<file path="src/logic/l5g_consts.vh">
// Constants for the code and symbol generator
//
// Overview of operation
// - Secondary start: load vector directly, or load ones and step given count.
// - Shift from stage 1 toward 13; stage 13 is output and rightmost.
// - Primary register reloads all ones after its 8190th state.
// - Secondary runs full 8191 states, no short cycle, restarting at completion.
// - Primary forced to all ones at each 1 ms epoch, 10230 chips.
// - Secondary free-runs, reloads its start vector at each 1 ms epoch.
// - Advance count above 6152 lets a third secondary run begin.
// - Quadrature code XORed per millisecond with 20-bit overlay, aligned to bits.
// - Nav bits always rate one half encoded, 100 symbols per second.
// - Overlaid symbols XORed with in-phase spreading chips.
// - Encoder constraint length 7: six delays plus current bit.
// - First encoder output fills first half of each 20 ms bit.
// - Encoder never flushed; carries last six bits across messages.
// - Message first symbol starts on every fourth epoch from week start.
// - Each symbol XORed with 10-bit overlay 0000110101 from its start.
// - Week seconds count runs 0 to 403199 over epochs, wraps weekly.
// - Message time field is upper 17 bits of next message start count.
// - Bits above week seconds count hold the current week number.
// - 10.23 Mbps chip rate, primary and secondary feedback taps as given.
`ifndef L5G_CONSTS_VH
`define L5G_CONSTS_VH

// ==========================================================
// Shift register generators
`define L5G_LFSR_W       13
`define L5G_ONES         13'h1fff
`define L5G_PRI_TAPS     13'h1b00
`define L5G_SEC_TAPS     13'h18ed
`define L5G_PRI_LAST     13'h1ffd

// ==========================================================
// Overlay codes, first bit in the most significant position
`define L5G_NH10         10'h035
`define L5G_NH20         20'h04d4e

// ==========================================================
// Convolutional encoder
`define L5G_G1_POLY      7'h79
`define L5G_G2_POLY      7'h5b

// ==========================================================
// Millisecond and time counting
`define L5G_MS_LAST      5'h13
`define L5G_MS_HALF      5'h0a
`define L5G_MS_RST       5'h13
`define L5G_TOW_W        19
`define L5G_TOW_LAST     19'h626ff
`define L5G_MSG_TOW_W    17
`define L5G_MSG_TOW_LAST 17'h189bf

`endif

</file>
<file path="src/logic/l5g_skid_buf.v">
// Two-entry buffer with valid and ready on both sides
`timescale 1ns/100ps
module l5g_skid_buf #(
  parameter W = 1
)(
  // Clock and reset
  input  wire         i_clk,
  input  wire         i_sys_rst,
  // Filling side
  input  wire         i_in_valid,
  input  wire [W-1:0] i_in_data,
  output reg          o_in_ready,
  // Draining side
  output wire         o_out_valid,
  output wire [W-1:0] o_out_data,
  input  wire         i_out_ready
);

  reg [W-1:0] slot0;
  reg [W-1:0] slot1;
  reg [1:0]   count;
  reg [1:0]   next_count;
  wire        push;
  wire        pop;

  assign push        = i_in_valid && o_in_ready;
  assign pop         = o_out_valid && i_out_ready;
  assign o_out_valid = (count != 2'h0);
  assign o_out_data  = slot0;

  always @*
  begin
    next_count = count;
    if (push && !pop)
      next_count = count + 2'h1;
    else if (pop && !push)
      next_count = count - 2'h1;
  end

  // ==========================================================
  // Slot 0 is always the head
  always @(posedge i_clk)
  begin
    if (i_sys_rst)
    begin
      slot0      <= {W{1'b0}};
      slot1      <= {W{1'b0}};
      count      <= 2'h0;
      o_in_ready <= 1'b1;
    end
    else
    begin
      if (pop)
      begin
        slot0 <= (count == 2'h2) ? slot1 : i_in_data;
        if (push && count == 2'h2)
          slot1 <= i_in_data;
      end
      else if (push)
      begin
        if (count == 2'h0)
          slot0 <= i_in_data;
        else
          slot1 <= i_in_data;
      end
      count      <= next_count;
      o_in_ready <= (next_count != 2'h2);
    end
  end

endmodule

</file>
<file path="src/logic/l5g_code_gen.v">
// Spreading code, symbol stream and time counting for the code and symbol generator
`timescale 1ns/100ps
`include "l5g_consts.vh"
module l5g_code_gen #(
  parameter WEEK_W = 13
)(
  // Clock and reset
  input  wire                      i_clk,
  input  wire                      i_sys_rst,
  // Chip timing strobes from the chip clock logic
  input  wire                      i_chip_stb,
  input  wire                      i_ms_epoch,
  input  wire                      i_x1_epoch,
  // Time preset
  input  wire                      i_time_load,
  input  wire [`L5G_TOW_W-1:0]     i_tow_init,
  input  wire [WEEK_W-1:0]         i_week_init,
  // Secondary start preparation
  input  wire                      i_prep_stb,
  input  wire                      i_prep_advance,
  input  wire [12:0]               i_start_vec_i,
  input  wire [12:0]               i_start_vec_q,
  input  wire [12:0]               i_adv_i,
  input  wire [12:0]               i_adv_q,
  // Navigation bit train
  input  wire                      i_nav_bit,
  input  wire                      i_nav_valid,
  output wire                      o_nav_ready,
  // Modulator side
  output reg                       o_inphase_spread_code,
  output reg                       o_quadrature_spread_code,
  output reg                       o_chip_valid,
  output reg                       o_symbol_start,
  output reg                       o_primary_epoch,
  // Status and time
  output reg                       o_prep_busy,
  output reg                       o_nav_underrun,
  output reg                       o_msg_start,
  output reg  [`L5G_TOW_W-1:0]     o_tow_count,
  output reg  [WEEK_W-1:0]         o_week_num,
  output reg  [`L5G_MSG_TOW_W-1:0] o_msg_tow
);

  // ==========================================================
  // Functions
  // Bit k of a register holds stage k+1
  function [12:0] lfsr_step;
    input [12:0] state;
    input [12:0] taps;
    begin
      lfsr_step = {state[11:0], ^(state & taps)};
    end
  endfunction

  // Printed vector has stage 13 rightmost, stage 1 leftmost
  function [12:0] vec_to_reg;
    input [12:0] vec;
    integer k;
    begin
      for (k = 0; k < 13; k = k + 1)
        vec_to_reg[k] = vec[12-k];
    end
  endfunction

  function enc_out;
    input       bit_in;
    input [5:0] delays;
    input [6:0] poly;
    begin
      enc_out = ^({bit_in, delays[0], delays[1], delays[2],
                   delays[3], delays[4], delays[5]} & poly);
    end
  endfunction

  // ==========================================================
  // Strobes
  wire chip_tick;
  wire ms_tick;
  wire x1_tick;

  assign chip_tick = i_chip_stb;
  assign ms_tick   = i_chip_stb && i_ms_epoch;
  assign x1_tick   = i_chip_stb && i_x1_epoch;

  // ==========================================================
  // Primary generator
  reg  [12:0] primary_code_lfsr;
  reg  [12:0] pri_cnt;
  wire        pri_last;

  assign pri_last = (pri_cnt == `L5G_PRI_LAST);

  always @(posedge i_clk)
  begin
    if (i_sys_rst)
    begin
      primary_code_lfsr <= `L5G_ONES;
      pri_cnt           <= 13'h0000;
    end
    else if (chip_tick)
    begin
      if (ms_tick)
      begin
        primary_code_lfsr <= `L5G_ONES;
        pri_cnt           <= 13'h0000;
      end
      else if (pri_last)
      begin
        primary_code_lfsr <= `L5G_ONES;
        pri_cnt           <= 13'h0000;
      end
      else
      begin
        primary_code_lfsr <= lfsr_step(primary_code_lfsr, `L5G_PRI_TAPS);
        pri_cnt           <= pri_cnt + 13'h0001;
      end
    end
  end

  // ==========================================================
  // Secondary generators: lane 0 in-phase, lane 1 quadrature
  wire [25:0] vec_bus;
  wire [25:0] adv_bus;
  wire [1:0]  lane_busy;
  wire [1:0]  sec_out;
  wire        prep_take;

  assign vec_bus   = {i_start_vec_q, i_start_vec_i};
  assign adv_bus   = {i_adv_q, i_adv_i};
  assign prep_take = i_prep_stb && !(|lane_busy);

  genvar g;
  generate
    for (g = 0; g < 2; g = g + 1)
    begin : sec_lane
      reg [12:0] secondary_code_lfsr;
      reg [12:0] secondary_start_state;
      reg [12:0] shadow;
      reg [12:0] adv_left;
      reg        busy;

      assign lane_busy[g] = busy;
      assign sec_out[g]   = secondary_code_lfsr[12];

      always @(posedge i_clk)
      begin
        if (i_sys_rst)
        begin
          secondary_code_lfsr   <= `L5G_ONES;
          secondary_start_state <= `L5G_ONES;
          shadow                <= `L5G_ONES;
          adv_left              <= 13'h0000;
          busy                  <= 1'b0;
        end
        else
        begin
          if (prep_take)
          begin
            if (i_prep_advance)
            begin
              shadow   <= `L5G_ONES;
              adv_left <= adv_bus[g*13 +: 13];
              busy     <= 1'b1;
            end
            else
              secondary_start_state <= vec_to_reg(vec_bus[g*13 +: 13]);
          end
          else if (busy)
          begin
            if (adv_left == 13'h0000)
            begin
              secondary_start_state <= shadow;
              busy                  <= 1'b0;
            end
            else
            begin
              shadow   <= lfsr_step(shadow, `L5G_SEC_TAPS);
              adv_left <= adv_left - 13'h0001;
            end
          end
          if (chip_tick)
          begin
            // Natural 8191 period restarts by itself; a start state late in the
            // sequence therefore wraps and begins a third run before the epoch
            if (ms_tick)
              secondary_code_lfsr <= secondary_start_state;
            else
              secondary_code_lfsr <= lfsr_step(secondary_code_lfsr,
                                               `L5G_SEC_TAPS);
          end
        end
      end
    end
  endgenerate

  // ==========================================================
  // Millisecond position within the 20 ms bit
  reg [4:0] ms_cnt;
  reg [4:0] next_ms;
  wire      bit_tick;

  always @*
  begin
    next_ms = ms_cnt;
    if (ms_tick)
    begin
      if (i_x1_epoch || ms_cnt == `L5G_MS_LAST)
        next_ms = 5'h00;
      else
        next_ms = ms_cnt + 5'h01;
    end
  end

  assign bit_tick = ms_tick && (next_ms == 5'h00);

  // ==========================================================
  // Navigation bit buffer and encoder
  wire       buf_valid;
  wire       buf_bit;
  reg  [5:0] enc_delay;
  reg        sym_first;
  reg        sym_second;
  wire       cur_bit;

  l5g_skid_buf #(
    .W (1)
  ) u_nav_buf (
    .i_clk       (i_clk),
    .i_sys_rst   (i_sys_rst),
    .i_in_valid  (i_nav_valid),
    .i_in_data   (i_nav_bit),
    .o_in_ready  (o_nav_ready),
    .o_out_valid (buf_valid),
    .o_out_data  (buf_bit),
    .i_out_ready (bit_tick)
  );

  // Starved buffer sends zero bits so the symbol clock never slips
  assign cur_bit = buf_valid ? buf_bit : 1'b0;

  always @(posedge i_clk)
  begin
    if (i_sys_rst)
    begin
      ms_cnt     <= `L5G_MS_RST;
      enc_delay  <= 6'h00;
      sym_first  <= 1'b0;
      sym_second <= 1'b0;
    end
    else
    begin
      ms_cnt <= next_ms;
      if (bit_tick)
      begin
        sym_first  <= enc_out(cur_bit, enc_delay, `L5G_G1_POLY);
        sym_second <= enc_out(cur_bit, enc_delay, `L5G_G2_POLY);
        enc_delay  <= {enc_delay[4:0], cur_bit};
      end
    end
  end

  // ==========================================================
  // Symbol selection and overlays
  reg       cur_sym;
  reg [3:0] nh10_idx;
  reg       nh10_bit;
  reg       nh20_bit;
  reg       next_i;
  reg       next_q;

  always @*
  begin
    nh10_idx = 4'h0;
    cur_sym  = sym_first;
    if (ms_cnt >= `L5G_MS_HALF)
    begin
      cur_sym  = sym_second;
      nh10_idx = ms_cnt[3:0] - 4'ha;
    end
    else
      nh10_idx = ms_cnt[3:0];
    nh10_bit = |((`L5G_NH10 >> (4'h9 - nh10_idx)) & 10'h001);
    nh20_bit = |((`L5G_NH20 >> (5'h13 - ms_cnt)) & 20'h00001);
    next_i   = primary_code_lfsr[12] ^ sec_out[0] ^ cur_sym ^ nh10_bit;
    next_q   = primary_code_lfsr[12] ^ sec_out[1] ^ nh20_bit;
  end

  // ==========================================================
  // Chip outputs, two clocks after the strobe edge
  reg chip_d;
  reg sym_d;
  reg pri_ep_d;

  always @(posedge i_clk)
  begin
    if (i_sys_rst)
    begin
      chip_d                   <= 1'b0;
      sym_d                    <= 1'b0;
      pri_ep_d                 <= 1'b0;
      o_chip_valid             <= 1'b0;
      o_symbol_start           <= 1'b0;
      o_primary_epoch          <= 1'b0;
      o_inphase_spread_code    <= 1'b0;
      o_quadrature_spread_code <= 1'b0;
      o_nav_underrun           <= 1'b0;
      o_prep_busy              <= 1'b0;
    end
    else
    begin
      chip_d          <= chip_tick;
      sym_d           <= ms_tick && (next_ms == 5'h00 || next_ms == `L5G_MS_HALF);
      pri_ep_d        <= chip_tick && (ms_tick || pri_last);
      o_chip_valid    <= chip_d;
      o_symbol_start  <= sym_d;
      o_primary_epoch <= pri_ep_d;
      if (chip_d)
      begin
        o_inphase_spread_code    <= next_i;
        o_quadrature_spread_code <= next_q;
      end
      o_nav_underrun <= bit_tick && !buf_valid;
      o_prep_busy    <= (|lane_busy) || (prep_take && i_prep_advance);
    end
  end

  // ==========================================================
  // Week seconds count and week number
  reg  [`L5G_TOW_W-1:0]     next_tow;
  reg                       tow_wrap;
  wire [`L5G_MSG_TOW_W-1:0] tow_upper;

  always @*
  begin
    tow_wrap = (o_tow_count == `L5G_TOW_LAST);
    if (tow_wrap)
      next_tow = {`L5G_TOW_W{1'b0}};
    else
      next_tow = o_tow_count + 19'h00001;
  end

  assign tow_upper = next_tow[`L5G_TOW_W-1:2];

  always @(posedge i_clk)
  begin
    if (i_sys_rst)
    begin
      o_tow_count <= {`L5G_TOW_W{1'b0}};
      o_week_num  <= {WEEK_W{1'b0}};
      o_msg_tow   <= {`L5G_MSG_TOW_W{1'b0}};
      o_msg_start <= 1'b0;
    end
    else
    begin
      o_msg_start <= 1'b0;
      if (i_time_load)
      begin
        o_tow_count <= i_tow_init;
        o_week_num  <= i_week_init;
      end
      else if (x1_tick)
      begin
        o_tow_count <= next_tow;
        if (tow_wrap)
          o_week_num <= o_week_num + {{(WEEK_W-1){1'b0}}, 1'b1};
        if (next_tow[1:0] == 2'h0)
        begin
          o_msg_start <= 1'b1;
          if (tow_upper == `L5G_MSG_TOW_LAST)
            o_msg_tow <= {`L5G_MSG_TOW_W{1'b0}};
          else
            o_msg_tow <= tow_upper + 17'h00001;
        end
      end
    end
  end

endmodule

</file>
<file path="config.mk">
export PLATFORM = sky130hd
export DESIGN_NAME = l5g_code_gen
export DESIGN_NICKNAME = d
export VERILOG_FILES = /design/src/logic/l5g_skid_buf.v /design/src/logic/l5g_code_gen.v
export VERILOG_INCLUDE_DIRS = /design/src /design/src/logic
export SDC_FILE = /design/constraint.sdc
export NUM_CORES = 1
export LEC_CHECK = 0
export ABC_AREA = 1
export BUFFER_PORTS_ARGS = -buffer_cell sky130_fd_sc_hd__buf_2
export CAP_MARGIN = 10
export CORE_MARGIN = 3
export CORE_UTILIZATION = 30
export CTS_CLUSTER_DIAMETER = 150
export DETAILED_ROUTE_END_ITERATION = 7
export PLACE_DENSITY = 0.55
export SLEW_MARGIN = 15
export SYNTH_ARGS = -nofsm -noshare
export SYNTH_HDL_FRONTEND = slang
export SYNTH_SLANG_ARGS = --single-unit
</file>
<file path="constraint.sdc">
create_clock -name i_clk -period 5.9 [get_ports i_clk]
set_input_delay 1.18 -clock i_clk [delete_from_list [all_inputs] [get_ports i_clk]]
set_output_delay 1.18 -clock i_clk [all_outputs]
set_load 0.03 [all_outputs]
</file>
==> summary.txt <==
Die
  • Die area: 39000 um2
  • Cell Rows: 69
  • Die height: 198 um
  • I/O pin count: 152
  • Die width: 198 um
  • Core box area: 35900 um2
  • Starting Density: 0.307

Placement
  • Dpl ws: 1.89 ns
  • Placed Cells: 2111
  • Port bufs: 151
  • HPWL after DPL: 21.9 mm
  • Cell Area, Placed: 12100 um2
  • RD Place Congestion: 0.860

Finish
  • Area growth syn-to-layout: 17.9%
  • Fin nets: 1790
  • Layout Utilization: 0.362
  • Most common cell after layout, fill and taps aside: nand2_1
  • Most frequent cells in the layout: nand2_1, dfxtp_1, nor2_1
  • Number of diodes: 0
  • Layout Cells excl Fill: 2155
  • Post-route design area: 13000 um2
  • Share of cells above drive strength 1: 0.171

STA
  • Fin Hold WS: 0.412 ns
  • Slew HR: 0.347
  • Tmin final: 3.50 ns
  • Worst-Margin Slew: 0.978 ns
  • Clock skew: 0.0240 ns
  • Max Slew Vio Count: 0
  • Setup-failing EPs final: 0
  • Period utilization: 0.594
  • Sum Neg Setup Slack: 0 ns
  • RSZ-0062 raised after global routing: false
  • Fin worst setup slack: 2.40 ns
  • FMAX: 0.285 GHz
  • Final hold violations: 0

Yosys
  • Post-synth top area cell: dfxtp_1
  • Async S/R FF share, synth: 0
  • Most used DFF post-synth: dfxtp_1
  • Cells taking the most area after synthesis: dfxtp_1, nand2_1, nor2_1
  • #FFs+latches synth: 210
  • Register area share after synthesis: 0.382
  • Yosys warnings: 0
  • Post-synth net total: 1674
  • Count of different cell masters after synthesis: 50
  • Number of enable flip-flop cells after synthesis: 0
  • Avg Inst Size Synth: 7.05 um2
  • Gate Count Post-Synth: 1562
  • Synthesized area: 11000 um2
  • Synth top area share: 0.382

Job
  • MaxCap Viol Count: 0

CTS
  • H-tree depth: 1
  • Clock Tree Buf Depth: 3
  • Worst-Skew Late Latency: 0.54 ns
  • Clock root cell: clkbuf_16
  • Num CTS Buffers: 26
  • CTS tree: yes
  • Setup bufs post-CTS: 0
  • # resized after CTS: 0
  • Reg clk slew, reported paths: 0.06 ns
  • Clk sink count: 210
  • Post-CTS Hold Fix Bufs: 0

Setup path
  • Setup CP Type: input port to register
  • CP max stage cell: nor2_2
  • CP Capture Type: register
  • Crit-path cells: buf_2, buf_4, nand2_1, nor2_1, buf_4, nand2_1, nor2_2, nand3_1, a21oi_2
  • CP max stage delay: 0.74 ns
  • CP Buf/Inv Count: 3
  • Crit path max fanout: 71
  • Worst Reg-to-Reg Cells: 11
  • R2R Path Start: o_tow_count[0]
  • WP depth: 9
  • Cell family with most CP delay: simple AND/OR/NAND/NOR gates
  • Required @ worst endpoint: 6.35 ns
  • CP startpoint: i_chip_stb
  • R2R setup slack: 2.54 ns
  • Crit path launch type: input port
  • CP Data Arrival Time: 3.95 ns

Routing
  • 1st-pass router iterations: 5
  • Initial drt markers: 565
  • Via count: 10400
  • Final ANT Viol Nets: 0
  • Via density: 4.84
  • Total Wirelength: 31.0 mm
  • # DRC: 0
  • Avg WL per Cell: 14.4 um

Global route
  • Largest net degree at the start of global routing: 72
  • Vias in the first global route: 9961
  • Total GRT Usage: 0.155
  • Total gr overflow: 0
  • Initial antenna violation count: 0
  • Wire length of the first global-routing pass: 51.0 mm

Min path
  • Hold_sp: pri_ep_d
  • WHS Path Cells: 2
  • Worst Hold Class: register to register

Power
  • Peak supply drop: 220 uV
  • Final Power: 4.09 mW
  • Pwr Density: 315 nW/um2
  • Leakage: 5.69 nW

Run status
  • Status: complete, no violations
-- registers in the layout, summed over array words and instances, names as in the netlist, 17 cells and up --
register and cells:
sec_lane.shadow 26, o_tow_count 19, o_msg_tow 17, sec_lane.secondary_code_lfsr 26, sec_lane.secondary_start_state 26, sec_lane.adv_left 26
-- final timing paths --
check               endpoint
max            o_msg_tow[16]
min          o_primary_epoch
max reg2reg    o_msg_tow[16]
min reg2reg  o_primary_epoch
-- metal layers --
metal,vias to the layer above,share of wire,track usage,routed length [um]
li1,5393,-,-,-
met1,4752,0.49,0.222,15100
met2,258,0.44,0.247,13600
met3,37,0.056,0.0242,1750
met4,0,0.015,0.0346,469
met5,-,0,0,0
-- tightest hold or removal path: cells and delay by family (launching register included) --
family,cells,cell delay [ns]
simple gates,1,0.03
flops,1,0.30
buf+inv,1,0.04
-- final cells by class --
cell class / count / area (um2)
Clock buffer: 37 / 772
Fill cell: 3904 / 22900
Tap cell: 461 / 577
Multi-Input combinational cell: 1138 / 5980
Timing Repair Buffer: 162 / 841
Clock inverter: 7 / 80.1
Inverter: 140 / 527
Sequential cell: 210 / 4200
-- synthesized netlist by cell type (all sizes together) (33+ instances only) --
library cell and n:
o21ai 113, nand3 115, a21oi 60, xor2 34, inv 138, a31oi 39, o211ai 41, nand2 410
dfxtp 210, clkbuf 53, nor2 187, xnor2 33
-- logic make-up after synthesis --
family	count (synthesis)	share of synthesized area
adder cells (fa/ha/maj)	18	0.0204
AO/OA/AOI/OAI	294	0.164
flip-flops	210	0.382
AND/OR/NAND/NOR	759	0.304
buffers and inverters	214	0.0757
XOR/XNOR	67	0.0540
-- where the power goes --
part	internal, mW	leakage [nW]	total, mW	switching [mW]
Clock	0.949	0.415	1.58	0.629
Sequential	1.55	1.72	1.66	0.105
Combinational	0.312	3.55	0.854	0.542
(Power assumes the default switching activity.)
